===== config.mk =====
export PLATFORM = sky130hd
export DESIGN_NAME = adc8c_conv_ctrl
export DESIGN_NICKNAME = d
export VERILOG_FILES = /design/src/design/adc8c_pkg.sv /design/src/design/adc8c_pin_sync.sv /design/src/design/adc8c_sar_core.sv /design/src/design/adc8c_conv_ctrl.sv
export SDC_FILE = /design/constraint.sdc
export NUM_CORES = 1
export LEC_CHECK = 0
export ABC_AREA = 1
export BUFFER_PORTS_ARGS = -buffer_cell sky130_fd_sc_hd__buf_2
export CORE_ASPECT_RATIO = 0.75
export CORE_UTILIZATION = 45
export DETAILED_ROUTE_END_ITERATION = 8
export HOLD_SLACK_MARGIN = 0.02
export PLACE_DENSITY = 0.67
export SKIP_CTS_REPAIR_TIMING = 1
export SYNTH_ARGS = -nofsm -noshare
export SYNTH_HDL_FRONTEND = slang
export SYNTH_SLANG_ARGS = --single-unit

===== constraint.sdc =====
create_clock -name clk_sys_i -period 2.03 [get_ports clk_sys_i]
set_input_delay 0.406 -clock clk_sys_i [delete_from_list [all_inputs] [get_ports clk_sys_i]]
set_output_delay 0.406 -clock clk_sys_i [all_outputs]
set_load 0.01 [all_outputs]

===== src/design/adc8c_pkg.sv =====
`default_nettype none
package adc8c_pkg;

  // ----------------------------------------------------------------
  // Register map
  // ----------------------------------------------------------------
  localparam logic [7:0] ADDR_CTRL   = 8'hAA;
  localparam logic [7:0] ADDR_CFG    = 8'hAB;
  localparam logic [7:0] ADDR_RESULT = 8'hBE;

  // Control register fields
  localparam int CTRL_EN     = 7;
  localparam int CTRL_TM     = 6;
  localparam int CTRL_DONE   = 5;
  localparam int CTRL_BUSY   = 4;
  localparam int CTRL_SEL_HI = 3;
  localparam int CTRL_SEL_LO = 1;

  // Configuration register fields
  localparam int CFG_DIV_HI  = 7;
  localparam int CFG_DIV_LO  = 3;
  localparam int CFG_GAIN_HI = 1;
  localparam int CFG_GAIN_LO = 0;

  // Reset values
  localparam logic [7:0] CTRL_RESET   = 8'h00;
  localparam logic [7:0] CFG_RESET    = 8'hF8;
  localparam logic [7:0] RESULT_RESET = 8'h00;

  // Start-source codes; any code with the top bit set follows the other converter
  localparam logic [2:0] SEL_SW    = 3'h0;
  localparam logic [2:0] SEL_TMR_A = 3'h1;
  localparam logic [2:0] SEL_PIN   = 3'h2;
  localparam logic [2:0] SEL_TMR_B = 3'h3;

  // Timing in SAR clocks
  localparam logic [1:0] TRACK_SAR_CLKS = 2'h3;
  localparam logic [3:0] CONV_SAR_CLKS  = 4'h8;

  // Successive approximation seed: mid-scale trial
  localparam logic [7:0] SAR_MSB = 8'h80;

  // Converter sequencer states, one-hot
  typedef enum logic [2:0] {
    ST_IDLE  = 3'b001,
    ST_TRACK = 3'b010,
    ST_CONV  = 3'b100
  } adc8c_state_type;

endpackage
`default_nettype wire


===== src/design/adc8c_pin_sync.sv =====
`default_nettype none
module adc8c_pin_sync (
  input  wire logic clk_sys_i,
  input  wire logic rstn_i,
  input  wire logic pin_i,
  output logic      level_o
);

  typedef struct packed {
    logic [2:0] ff;
    logic       level;
  } adc8c_sync_type;

  adc8c_sync_type sync_reg;
  adc8c_sync_type sync_next;

  // ----------------------------------------------------------------
  // Three-stage chain; the level moves only when stages two and three agree
  // ----------------------------------------------------------------
  always_comb
  begin
    sync_next    = sync_reg;
    sync_next.ff = {sync_reg.ff[1:0], pin_i};
    if (sync_reg.ff[1] == sync_reg.ff[2])
    begin
      sync_next.level = sync_reg.ff[2];
    end
  end

  // State register
  always_ff @(posedge clk_sys_i or negedge rstn_i)
  begin
    if (!rstn_i)
    begin
      sync_reg <= '0;
    end
    else
    begin
      sync_reg <= sync_next;
    end
  end

  assign level_o = sync_reg.level;

endmodule
`default_nettype wire


===== src/design/adc8c_sar_core.sv =====
`default_nettype none
module adc8c_sar_core (
  input  wire logic       clk_sys_i,
  input  wire logic       rstn_i,
  input  wire logic       start_i,
  input  wire logic       step_i,
  input  wire logic       cmp_i,
  output logic      [7:0] trial_o,
  output logic      [7:0] result_o,
  output logic            done_o
);

  typedef struct packed {
    logic [7:0] trial;
    logic [7:0] mask;
    logic [3:0] steps;
    logic [7:0] result;
    logic       done;
  } adc8c_sar_type;

  adc8c_sar_type sar_reg;
  adc8c_sar_type sar_next;
  logic [7:0]    kept;

  // ----------------------------------------------------------------
  // One bit decided per SAR clock, MSB first; a full-scale input keeps
  // every bit, so the code saturates at all ones by construction
  // ----------------------------------------------------------------
  always_comb
  begin
    sar_next      = sar_reg;
    sar_next.done = 1'b0;
    kept          = cmp_i ? sar_reg.trial : (sar_reg.trial & ~sar_reg.mask);
    if (start_i)
    begin
      sar_next.trial = adc8c_pkg::SAR_MSB;
      sar_next.mask  = adc8c_pkg::SAR_MSB;
      sar_next.steps = 4'h0;
    end
    else if (step_i && (sar_reg.steps < adc8c_pkg::CONV_SAR_CLKS))
    begin
      sar_next.trial = kept | (sar_reg.mask >> 1);
      sar_next.mask  = sar_reg.mask >> 1;
      sar_next.steps = sar_reg.steps + 4'h1;
      if (sar_reg.steps == adc8c_pkg::CONV_SAR_CLKS - 4'h1)
      begin
        sar_next.result = kept;
        sar_next.done   = 1'b1;
      end
    end
  end

  // State register
  always_ff @(posedge clk_sys_i or negedge rstn_i)
  begin
    if (!rstn_i)
    begin
      sar_reg <= '0;
    end
    else
    begin
      sar_reg <= sar_next;
    end
  end

  assign trial_o  = sar_reg.trial;
  assign result_o = sar_reg.result;
  assign done_o   = sar_reg.done;

endmodule
`default_nettype wire


===== src/design/adc8c_conv_ctrl.sv =====
// Behaviour
// - Enable bit off means shutdown, on accepts starts
// - Normal mode tracks except during conversion
// - Done flag sticky, cleared only by writing 0
// - Busy during conversion; done set on busy fall (not when clearing enable aborts, which leaves done unchanged)
// - Busy write 0 ignored; 1 starts if software code
// - Start-source field picks the start trigger
// - Low-power mode tracks 3 SAR clocks, then converts
// - Low-power pin mode tracks while pin low
// - Control bit 0 reads 0, writes ignored
// - Result is saturating 8-bit proportional code
// - Conversion lasts 8 SAR clocks
// - SAR clock ratio equals divider setting plus one
// - Busy fall raises interrupt request when enabled
//
// The plain strobed port was decided locally.
`default_nettype none
module adc8c_conv_ctrl (
  input  wire logic       clk_sys_i,
  input  wire logic       rstn_i,
  input  wire logic [7:0] reg_addr_i,
  input  wire logic [7:0] reg_wdata_i,
  input  wire logic       reg_wr_i,
  input  wire logic       reg_rd_i,
  output logic      [7:0] reg_rdata_o,
  input  wire logic       timer_a_ovf_i,
  input  wire logic       timer_b_ovf_i,
  input  wire logic       other_adc_start_i,
  input  wire logic       ext_convert_start_i,
  input  wire logic       cmp_i,
  input  wire logic       irq_enable_i,
  output logic            conv_enable_o,
  output logic            track_o,
  output logic            conv_busy_o,
  output logic      [7:0] sar_trial_o,
  output logic      [1:0] pga_gain_o,
  output logic            conv_irq_o
);

  // ----------------------------------------------------------------
  // State
  // ----------------------------------------------------------------
  typedef struct packed {
    adc8c_pkg::adc8c_state_type state;
    logic                       en;
    logic                       tm;
    logic                       done;
    logic                       busy;
    logic [2:0]                 sel;
    logic [4:0]                 div;
    logic [1:0]                 gain;
    logic [4:0]                 div_cnt;
    logic [1:0]                 trk_cnt;
    logic                       pin_prev;
    logic                       track;
    logic                       irq;
    logic [7:0]                 result;
    logic [7:0]                 rdata;
  } adc8c_ctrl_type;

  adc8c_ctrl_type ctrl_reg;
  adc8c_ctrl_type ctrl_next;

  logic       pin_level;
  logic       core_start;
  logic       core_step;
  logic       core_done;
  logic [7:0] core_result;
  logic [7:0] core_trial;
  logic       sar_tick;
  logic       ctrl_wr;
  logic       sw_start;
  logic       pin_rise;
  logic       trig;
  logic       busy_fall;

  // ----------------------------------------------------------------
  // Submodules
  // ----------------------------------------------------------------
  // The start pin is asynchronous to the system clock
  adc8c_pin_sync u_pin_sync (
    .clk_sys_i (clk_sys_i),
    .rstn_i    (rstn_i),
    .pin_i     (ext_convert_start_i),
    .level_o   (pin_level)
  );

  // Bit decisions; the comparator is clocked by the analog core on our clock
  adc8c_sar_core u_sar_core (
    .clk_sys_i (clk_sys_i),
    .rstn_i    (rstn_i),
    .start_i   (core_start),
    .step_i    (core_step),
    .cmp_i     (cmp_i),
    .trial_o   (core_trial),
    .result_o  (core_result),
    .done_o    (core_done)
  );

  // Reads the control word as software sees it
  function automatic logic [7:0] ctrl_word(input adc8c_ctrl_type c);
    ctrl_word = {c.en, c.tm, c.done, c.busy, c.sel, 1'b0};
  endfunction

  // ----------------------------------------------------------------
  // Next-state logic
  // ----------------------------------------------------------------
  always_comb
  begin
    ctrl_next       = ctrl_reg;
    ctrl_next.irq   = 1'b0;
    ctrl_next.rdata = 8'h00;
    core_start      = 1'b0;
    busy_fall       = 1'b0;
    ctrl_wr         = reg_wr_i && (reg_addr_i == adc8c_pkg::ADDR_CTRL);
    pin_rise        = pin_level && !ctrl_reg.pin_prev;
    ctrl_next.pin_prev = pin_level;

    // SAR clock tick: ratio to system clock is divider plus one
    sar_tick          = (ctrl_reg.div_cnt == ctrl_reg.div);
    ctrl_next.div_cnt = sar_tick ? 5'h00 : ctrl_reg.div_cnt + 5'h01;

    // Register writes; busy is not stored by software
    if (ctrl_wr)
    begin
      ctrl_next.en  = reg_wdata_i[adc8c_pkg::CTRL_EN];
      ctrl_next.tm  = reg_wdata_i[adc8c_pkg::CTRL_TM];
      ctrl_next.sel = reg_wdata_i[adc8c_pkg::CTRL_SEL_HI:adc8c_pkg::CTRL_SEL_LO];
      if (!reg_wdata_i[adc8c_pkg::CTRL_DONE])
      begin
        ctrl_next.done = 1'b0;
      end
    end
    if (reg_wr_i && (reg_addr_i == adc8c_pkg::ADDR_CFG))
    begin
      ctrl_next.div  = reg_wdata_i[adc8c_pkg::CFG_DIV_HI:adc8c_pkg::CFG_DIV_LO];
      ctrl_next.gain = reg_wdata_i[adc8c_pkg::CFG_GAIN_HI:adc8c_pkg::CFG_GAIN_LO];
    end

    // Software start uses the code being written, so one write can select and start
    sw_start = ctrl_wr && reg_wdata_i[adc8c_pkg::CTRL_BUSY];

    // Trigger selection
    case (ctrl_next.sel)
      adc8c_pkg::SEL_SW:    trig = sw_start;
      adc8c_pkg::SEL_TMR_A: trig = timer_a_ovf_i;
      adc8c_pkg::SEL_PIN:   trig = pin_rise;
      adc8c_pkg::SEL_TMR_B: trig = timer_b_ovf_i;
      default:              trig = other_adc_start_i;
    endcase

    // Sequencer
    case (ctrl_reg.state)
      adc8c_pkg::ST_IDLE:
      begin
        if (trig && ctrl_next.en)
        begin
          ctrl_next.div_cnt = 5'h00;
          ctrl_next.busy    = 1'b1;
          if (ctrl_next.tm && (ctrl_next.sel != adc8c_pkg::SEL_PIN))
          begin
            ctrl_next.state   = adc8c_pkg::ST_TRACK;
            ctrl_next.trk_cnt = 2'h0;
          end
          else
          begin
            // Pin mode in low power has tracked while the pin was low
            ctrl_next.state = adc8c_pkg::ST_CONV;
            core_start      = 1'b1;
          end
        end
      end
      adc8c_pkg::ST_TRACK:
      begin
        // New triggers fall through unheard here
        if (sar_tick)
        begin
          ctrl_next.trk_cnt = ctrl_reg.trk_cnt + 2'h1;
          if (ctrl_reg.trk_cnt == adc8c_pkg::TRACK_SAR_CLKS - 2'h1)
          begin
            ctrl_next.state   = adc8c_pkg::ST_CONV;
            ctrl_next.div_cnt = 5'h00;
            core_start        = 1'b1;
          end
        end
      end
      adc8c_pkg::ST_CONV:
      begin
        if (core_done)
        begin
          ctrl_next.result = core_result;
          ctrl_next.busy   = 1'b0;
          ctrl_next.state  = adc8c_pkg::ST_IDLE;
          busy_fall        = 1'b1;
        end
      end
      default:
      begin
        ctrl_next.state = adc8c_pkg::ST_IDLE;
        ctrl_next.busy  = 1'b0;
      end
    endcase

    // Disabling aborts any sequence without reporting completion
    if (!ctrl_next.en)
    begin
      ctrl_next.state = adc8c_pkg::ST_IDLE;
      ctrl_next.busy  = 1'b0;
      busy_fall       = 1'b0;
    end

    // Completion: set after the write so a same-cycle clear loses
    if (busy_fall)
    begin
      ctrl_next.done = 1'b1;
      ctrl_next.irq  = irq_enable_i;
    end

    // Tracking switch for the analog core
    if (!ctrl_next.en)
    begin
      ctrl_next.track = 1'b0;
    end
    else if (!ctrl_next.tm)
    begin
      ctrl_next.track = (ctrl_next.state != adc8c_pkg::ST_CONV);
    end
    else if (ctrl_next.sel == adc8c_pkg::SEL_PIN)
    begin
      ctrl_next.track = (ctrl_next.state == adc8c_pkg::ST_IDLE) && !ctrl_next.pin_prev;
    end
    else
    begin
      ctrl_next.track = (ctrl_next.state == adc8c_pkg::ST_TRACK);
    end

    // Read data stand for the one cycle after the strobe; unmapped reads give zero
    if (reg_rd_i)
    begin
      case (reg_addr_i)
        adc8c_pkg::ADDR_CTRL:   ctrl_next.rdata = ctrl_word(ctrl_reg);
        adc8c_pkg::ADDR_CFG:    ctrl_next.rdata = {ctrl_reg.div, 1'b0, ctrl_reg.gain};
        adc8c_pkg::ADDR_RESULT: ctrl_next.rdata = ctrl_reg.result;
        default:                ctrl_next.rdata = 8'h00;
      endcase
    end
  end

  // Core steps only on SAR ticks inside a conversion
  assign core_step = sar_tick && (ctrl_reg.state == adc8c_pkg::ST_CONV);

  // ----------------------------------------------------------------
  // State register
  // ----------------------------------------------------------------
  always_ff @(posedge clk_sys_i or negedge rstn_i)
  begin
    if (!rstn_i)
    begin
      ctrl_reg        <= '0;
      ctrl_reg.state  <= adc8c_pkg::ST_IDLE;
      ctrl_reg.en     <= adc8c_pkg::CTRL_RESET[adc8c_pkg::CTRL_EN];
      ctrl_reg.tm     <= adc8c_pkg::CTRL_RESET[adc8c_pkg::CTRL_TM];
      ctrl_reg.sel    <= adc8c_pkg::CTRL_RESET[adc8c_pkg::CTRL_SEL_HI:adc8c_pkg::CTRL_SEL_LO];
      ctrl_reg.div    <= adc8c_pkg::CFG_RESET[adc8c_pkg::CFG_DIV_HI:adc8c_pkg::CFG_DIV_LO];
      ctrl_reg.gain   <= adc8c_pkg::CFG_RESET[adc8c_pkg::CFG_GAIN_HI:adc8c_pkg::CFG_GAIN_LO];
      ctrl_reg.result <= adc8c_pkg::RESULT_RESET;
    end
    else
    begin
      ctrl_reg <= ctrl_next;
    end
  end

  // Outputs straight from flip-flops
  assign reg_rdata_o   = ctrl_reg.rdata;
  assign conv_enable_o = ctrl_reg.en;
  assign track_o       = ctrl_reg.track;
  assign conv_busy_o   = ctrl_reg.busy;
  assign sar_trial_o   = core_trial;
  assign pga_gain_o    = ctrl_reg.gain;
  assign conv_irq_o    = ctrl_reg.irq;

  // ----------------------------------------------------------------
  // Checks
  // ----------------------------------------------------------------
  // Cycle counters used only by the checks below
  logic [7:0] trk_cyc_reg;
  logic [8:0] conv_cyc_reg;

  always_ff @(posedge clk_sys_i or negedge rstn_i)
  begin
    if (!rstn_i)
    begin
      trk_cyc_reg  <= 8'h00;
      conv_cyc_reg <= 9'h000;
    end
    else
    begin
      trk_cyc_reg  <= (ctrl_next.state == adc8c_pkg::ST_TRACK && ctrl_reg.state == adc8c_pkg::ST_TRACK)
                      ? trk_cyc_reg + 8'h01 : 8'h00;
      conv_cyc_reg <= (ctrl_next.state == adc8c_pkg::ST_CONV && ctrl_reg.state == adc8c_pkg::ST_CONV)
                      ? conv_cyc_reg + 9'h001 : 9'h000;
    end
  end
endmodule
`default_nettype wire


### After elaboration in Yosys (flattened, before gate mapping)

Index checks and enable logic that the tools add are counted.

* register bits: 76
* bits of input ports: 26
* output and inout port bits: 22
* logic and storage cells: 115

* add/sub/neg operators: 3
* magnitude comparators: 1
* equality and inequality tests: 24
* mux-type cells: 41
* bitwise gates (word level): 4
* reductions and logical operators: 20

Operators with widths (number)
* two-way mux 29 bit: 1
* == test 8 bit, second input constant: 3
* two-way mux 3 bit: 8
* one-hot mux 8 bit (3 select lines): 1
* two-way mux 20 bit: 1
* two-way mux 1 bit: 17
* two-way mux 8 bit: 2
* two-way mux 7 bit: 2
* one-hot mux 7 bit (2 select lines): 1
* == test 3 x 2 -> 1 bit, second input constant: 4
* two-way mux 5 bit: 2
* == test 3 x 1 -> 1 bit, second input constant: 3
* logical AND 1 bit: 9
* two-way mux 9 bit: 1
* one-hot mux 3 bit (3 select lines): 1
* AND 8 bit: 1
* inequality test 2 bit, second input constant: 4
* NOT 8 bit: 1
* OR 8 x 7 -> 8 bit: 1
* inequality test 3 x 2 -> 1 bit, second input constant: 2
* inequality test 3 bit, second input constant: 2
* AND reduction 3 bit: 2
* nonzero test 2 bit: 3
* adder 5 x 1 -> 5 bit, second input constant: 1
* other kinds (18): 20

### Logic depth before layout (Yosys ltp)

* depth after elaboration: 14
* mapped depth: 17
* depth with buffers taken out: 16

### By module

A second synthesis with hierarchy kept.

* cell total of the unflattened synthesis: 441
* area, all modules: 3732.3 um2

By module, submodules not included
* adc8c_conv_ctrl: instances 1, cells an instance 268, area an instance 2205.9 um2, seq. area each 1083.5 um2
* adc8c_sar_core: instances 1, cells an instance 165, area an instance 1410.1 um2, seq. area each 725.7 um2
* adc8c_pin_sync: instances 1, cells an instance 8, area an instance 116.4 um2, seq. area each 100.1 um2

### Least setup slack after synthesis

No wires, ideal clock.

* path kind: input port to flip-flop
* from: input port reg_addr_i[4]
* to: register u_sar_core.sar_reg[14] (netlist name)
* library setup time: 0.137 ns
* arrival time: 1.757 ns
* required time: 1.893 ns
* slack: 0.136 ns
* stages on the path: 17
* path buffers: 1
* path through: inv_2 > nand2_2 > nor2_8 > nand3_4 > nand2_1 > o21ai_4 > nand2_1 > nand2_1 > nand3_2 > nand2_2 > nor2_2 > nand2_2 > nand2_4 > inv_4 > nand2_4 > buf_8 > o22ai_2

* longest elaborated chain between the ends: 9
* elaborated cells on any way between the ends: 18
* those cells by class: eq/ne (5); mux (7); reduce/logical (6)

RTL lines
* start: declaration: line adc8c_conv_ctrl.sv:21 `input wire logic [7:0] reg_addr_i,`
* == test 8 bit *: line adc8c_conv_ctrl.sv:115 `ctrl_wr = reg_wr_i && (reg_addr_i == adc8c_pkg::ADDR_CTRL);`
* logical AND 1 bit *: line adc8c_conv_ctrl.sv:115
* two-way mux 3 bit: line adc8c_conv_ctrl.sv:124 `if (ctrl_wr)`
* == test 3 x 2 -> 1 bit (tied with other cells): line adc8c_conv_ctrl.sv:144 `case (ctrl_next.sel)`
* one-hot mux 1 bit (4 select lines) / logical AND 1 bit (equally long branches): line adc8c_conv_ctrl.sv:144, adc8c_conv_ctrl.sv:160
* logical AND 1 bit / two-way mux 1 bit (equally long branches): line adc8c_conv_ctrl.sv:156, adc8c_conv_ctrl.sv:160
* two-way mux 1 bit *: line adc8c_conv_ctrl.sv:156 `if (trig && ctrl_next.en)`
* one-hot mux 1 bit (2 select lines) *: line adc8c_conv_ctrl.sv:153 `case (ctrl_reg.state)`
* two-way mux 20 bit / nonzero test 2 bit (equally long branches)
* end signal: assignment: line adc8c_sar_core.sv:62 `sar_reg <= sar_next;`
* end: declaration: line adc8c_sar_core.sv:21 `adc8c_sar_type sar_reg;`

Every way passes the cells marked *; elsewhere a longest branch is shown, timed or not. The select of a mux whose other input is x is not followed.
A chain may end at the register's enable or synchronous reset.

### Worst setup path in the final report

* from: register ctrl_reg[28] (netlist name)
* to: register u_sar_core.sar_reg, in the netlist u_sar_core.result_o[1]

* longest elaborated chain between the ends: 5
* elaborated cells on any way between the ends: 7
* those cells by class: eq/ne (1); mux (2); bitwise (1); reduce/logical (3)

RTL lines
* start: declaration: line adc8c_conv_ctrl.sv:61 `adc8c_ctrl_type ctrl_reg;`
* start signal: assignment: line adc8c_conv_ctrl.sv:270 `ctrl_reg <= ctrl_next;`
* == test 5 bit *: line adc8c_conv_ctrl.sv:120 `sar_tick = (ctrl_reg.div_cnt == ctrl_reg.div);`
* two-way mux 1 bit: line adc8c_conv_ctrl.sv:176 `if (sar_tick)`
* one-hot mux 1 bit (2 select lines): line adc8c_conv_ctrl.sv:153
* NOT 1 bit (no line)
* AND reduction 3 bit (no line) *

Every way passes the cells marked *; elsewhere a longest branch is shown, timed or not.

==> flow_summary_export.csv <==
group,metric,value,unit
pwr,power_density,788,nW/um^2
route,drt_iter0_drc,196,
placement,placed_cells,560,
worst_setup_path,crit_path_end_kind,"flip-flop",
worst_setup_path,reg2regPathDepth,10,
grt,track_usage,19.5,%
floorplanning,core_area,7570,sq um
pwr,p_leak,2.22,nW
logic_synthesis,synth_seq_area_share,52.6,%
logic_synthesis,synth_mux_area_share,0.310,%
worst_setup_path,critPathLaunchType,"flip-flop",
worst_setup_path,cp_cell_sequence,"xor2_1, nor2_1, nand3_2, nor3_2, inv_1, nor3_1, buf_4, inv_1, nand2_1, nand2_1",
route,first_pass_iters,4,
logic_synthesis,yosysTopAreaCell,"dfrtp_1",
route,drtAntennaViolNets,0,
pwr,power_frac_clock,34.7,%
timing,maxSlewHeadroom,72.5,%
floorplanning,die-area,8430,sq um
timing,worst_slew_pin_slew,409,ps
logic_synthesis,synthAdderAreaFrac,1.31,%
route,viasPerCell,4.79,
timing,layout_setup_ws,180,ps
finish,largest_register_ffs,29,
cts,root_buffer,"clkbuf_8",
floorplanning,fp.dieH,79.8,um
logic_synthesis,synthCells,411,
timing,report.final.setup_viol,0,
pwr,switching_share,27.7,%
timing,clock_skew,13.4,ps
floorplanning,ioPinCount,48,
cts,cts_max_level,3,
floorplanning,placementRows,27,
timing,period_share,91.1,%
pwr,internal-power,2.42,mW
placement,placed_cell_area,4030,sq um
logic_synthesis,synth-xor-area-share,1.45,%
worst_setup_path,cp.arrival,2100,ps
pwr,finalPower,3.34,mW
placement,pre_cts_ws,-116,ps
route,drt-total-wl,7340,um
logic_synthesis,avgSynthCellArea,8.83,sq um
floorplanning,initial_core_util,47.9,%
finish,final_cells,577,
worst_setup_path,crit_fanout,8,
logic_synthesis,async_reset_ff_share,100,%
logic_synthesis,yosysWarnings,0,
worst_setup_path,required,2280,ps
cts,cts_inserted_buffers,9,
finish,final_area,4250,sq um
floorplanning,chipWidth,106,um
logic_synthesis,synth_top_family_by_area,"simple AND/OR/NAND/NOR gates",
timing,finalHoldViolations,0,
logic_synthesis,synth_commonest_cells,"nand2_1 (91), dfrtp_1 (70), inv_1 (63)",
route,wl_per_cell,12.7,um
cts,clock-sinks,76,
timing,finalCriticalPeriod,1850,ps
route,routed.top_layer,"met4",
logic_synthesis,synth_flop_cell,"dfrtp_1",
worst_setup_path,cpMaxStageDelayCell,"dfstp_2",
worst_setup_path,crit_type,"flip-flop to flip-flop",
finish,antenna_cells,0,
route,dr_wl_met3,332,um
pwr,ir_drop,0.348,mV
logic_synthesis,synth-seq-cells,76,
finish,nets,500,
grt,grt_max_degree,34,
timing,slew_violations,0,
route,route.detailed.drc,0,
job,max_cap_viol_count,0,
grt,grt_pass1_vias,2703,
outcome,status,"finished, final reports clean",
worst_hold_path,hp-class,"input pin to flip-flop",
route,dr_total_vias,2766,
logic_synthesis,ys_top_cells_by_area,"dfrtp_1 (48%), nand2_1 (9.4%), inv_1 (6.5%)",
route,wl_met1,3840,um
logic_synthesis,synth_cell_types,40,
grt,grt_pass1_wl,12500,um
cts,clkSlewWorstSetupHoldPaths,80,ps
placement,io_buffers,47,
logic_synthesis,synth_edf_count,0,
logic_synthesis,yosys.area.top_type_share,48.3,%
finish,finalCoreUtilization,56.1,%
grt,grt_antenna_before_repair,0,
placement,hpwlAfterDp,5580,um
logic_synthesis,syn_nets,440,
cts,insertion_delay,350,ps
cts,cts_buffer_depth,2,
cts,cts_tree,"done",
logic_synthesis,yosysMostFrequentCell,"nand2_1",
route,dr_wl_met2,3150,um
worst_hold_path,whs_path_depth,1,
worst_setup_path,max_stage_delay,550,ps
pwr,switchingPower,0.926,mW
logic_synthesis,syn_area,3630,sq um
placement,gp_congestion,0.912,
logic_synthesis,synth-compound-area-share,11.7,%
timing,rsz0062_at_grt,"false",
finish,drive_gt1_share,26.7,%
finish,syn2layout_area_growth,17.0,%
logic_synthesis,synth_simple_gate_area_share,20.6,%
pwr,combPwrFrac,14.1,%
grt,grt-ovfl-total,0,
timing,max_freq,541,MHz
pwr,seq_power_share,51.2,%
-- final cells by class --
class                      count  area (sq um)
timing repair buffer          74           455
tap                          101           126
clock buffer                  10           128
multi-input combinational    241          1290
inverter                      69           262
clock inverter                 6          71.3
fill                         720          3320
sequential                    76          1910
-- through the flow --
stage / hold slack (ps) / setup TNS (ps)
floorplan: 110 / 0
global placement: 341 / -92.2
detailed placement: 338 / -1150
CTS: -48.6 / 0
global route: 129 / 0
finish: 156 / 0
-- layer usage --
layer  GRT usage (%)  up-vias
li1                -     1410
met1            27.3     1291
met3            5.14        2
met4            7.36        0
met2            29.2       63
met5               0        -
-- critical path: cells and delay by family, from the launching register on --
family,cells,cell delay (ps)
xor+xnor,1,70
buf+inv,3,360
flops,1,550
simple gates,6,760
-- final timing paths --
| kind | start | slack (ps) | end |
|---|---|---|---|
| worst min-delay path | ext_convert_start_i | 160 | u_pin_sync.sync_next[2] |
| worst min register to register | u_pin_sync.sync_next[2] | 360 | u_pin_sync.sync_next[3] |
| min in group asynchronous | rstn_i | 500 | pga_gain_o[1] |
| worst max-delay path | ctrl_reg[28] | 180 | u_sar_core.result_o[1] |
| max in group asynchronous | rstn_i | 960 | ctrl_reg[8] |
| worst max register to register | ctrl_reg[28] | 180 | u_sar_core.result_o[1] |
-- placed cells by master (no fill, tap or decap), drive strengths merged, types with 3 or more instances in the layout --
cell type  Yosys  layout
dfrtp         70      70
clkbuf         4      10
o22ai          6       6
inv           68      70
ha             3       3
buf           21      73
xor2           5       5
nand2         99      99
nand4          6       6
a21oi         20      20
nor2          22      22
nor3           6       6
dfstp          6       6
o21ai         37      37
nand3         26      26
-- power by group through the flow --
stage	registers (mW)	logic, mW	clock network, mW
after global routing	1.72	0.542	1.26
final	1.71	0.472	1.16
after CTS	1.71	0.473	1.21
after floorplan	1.72	0.300	0
after detailed placement	1.74	0.469	0
after global placement	1.74	0.447	0
-- kinds of logic (layout without fill, tap and decap cells) --
family,count (synthesis),count (layout)
and+or+nand+nor,162,162
buffers and inverters,94,159
DFF,76,76
xor gates and xnor gates,6,6
adders and majority gates,4,4
AOI/OAI and AO/OA,68,68
muxes,1,1
(Power assumes the default switching activity.)
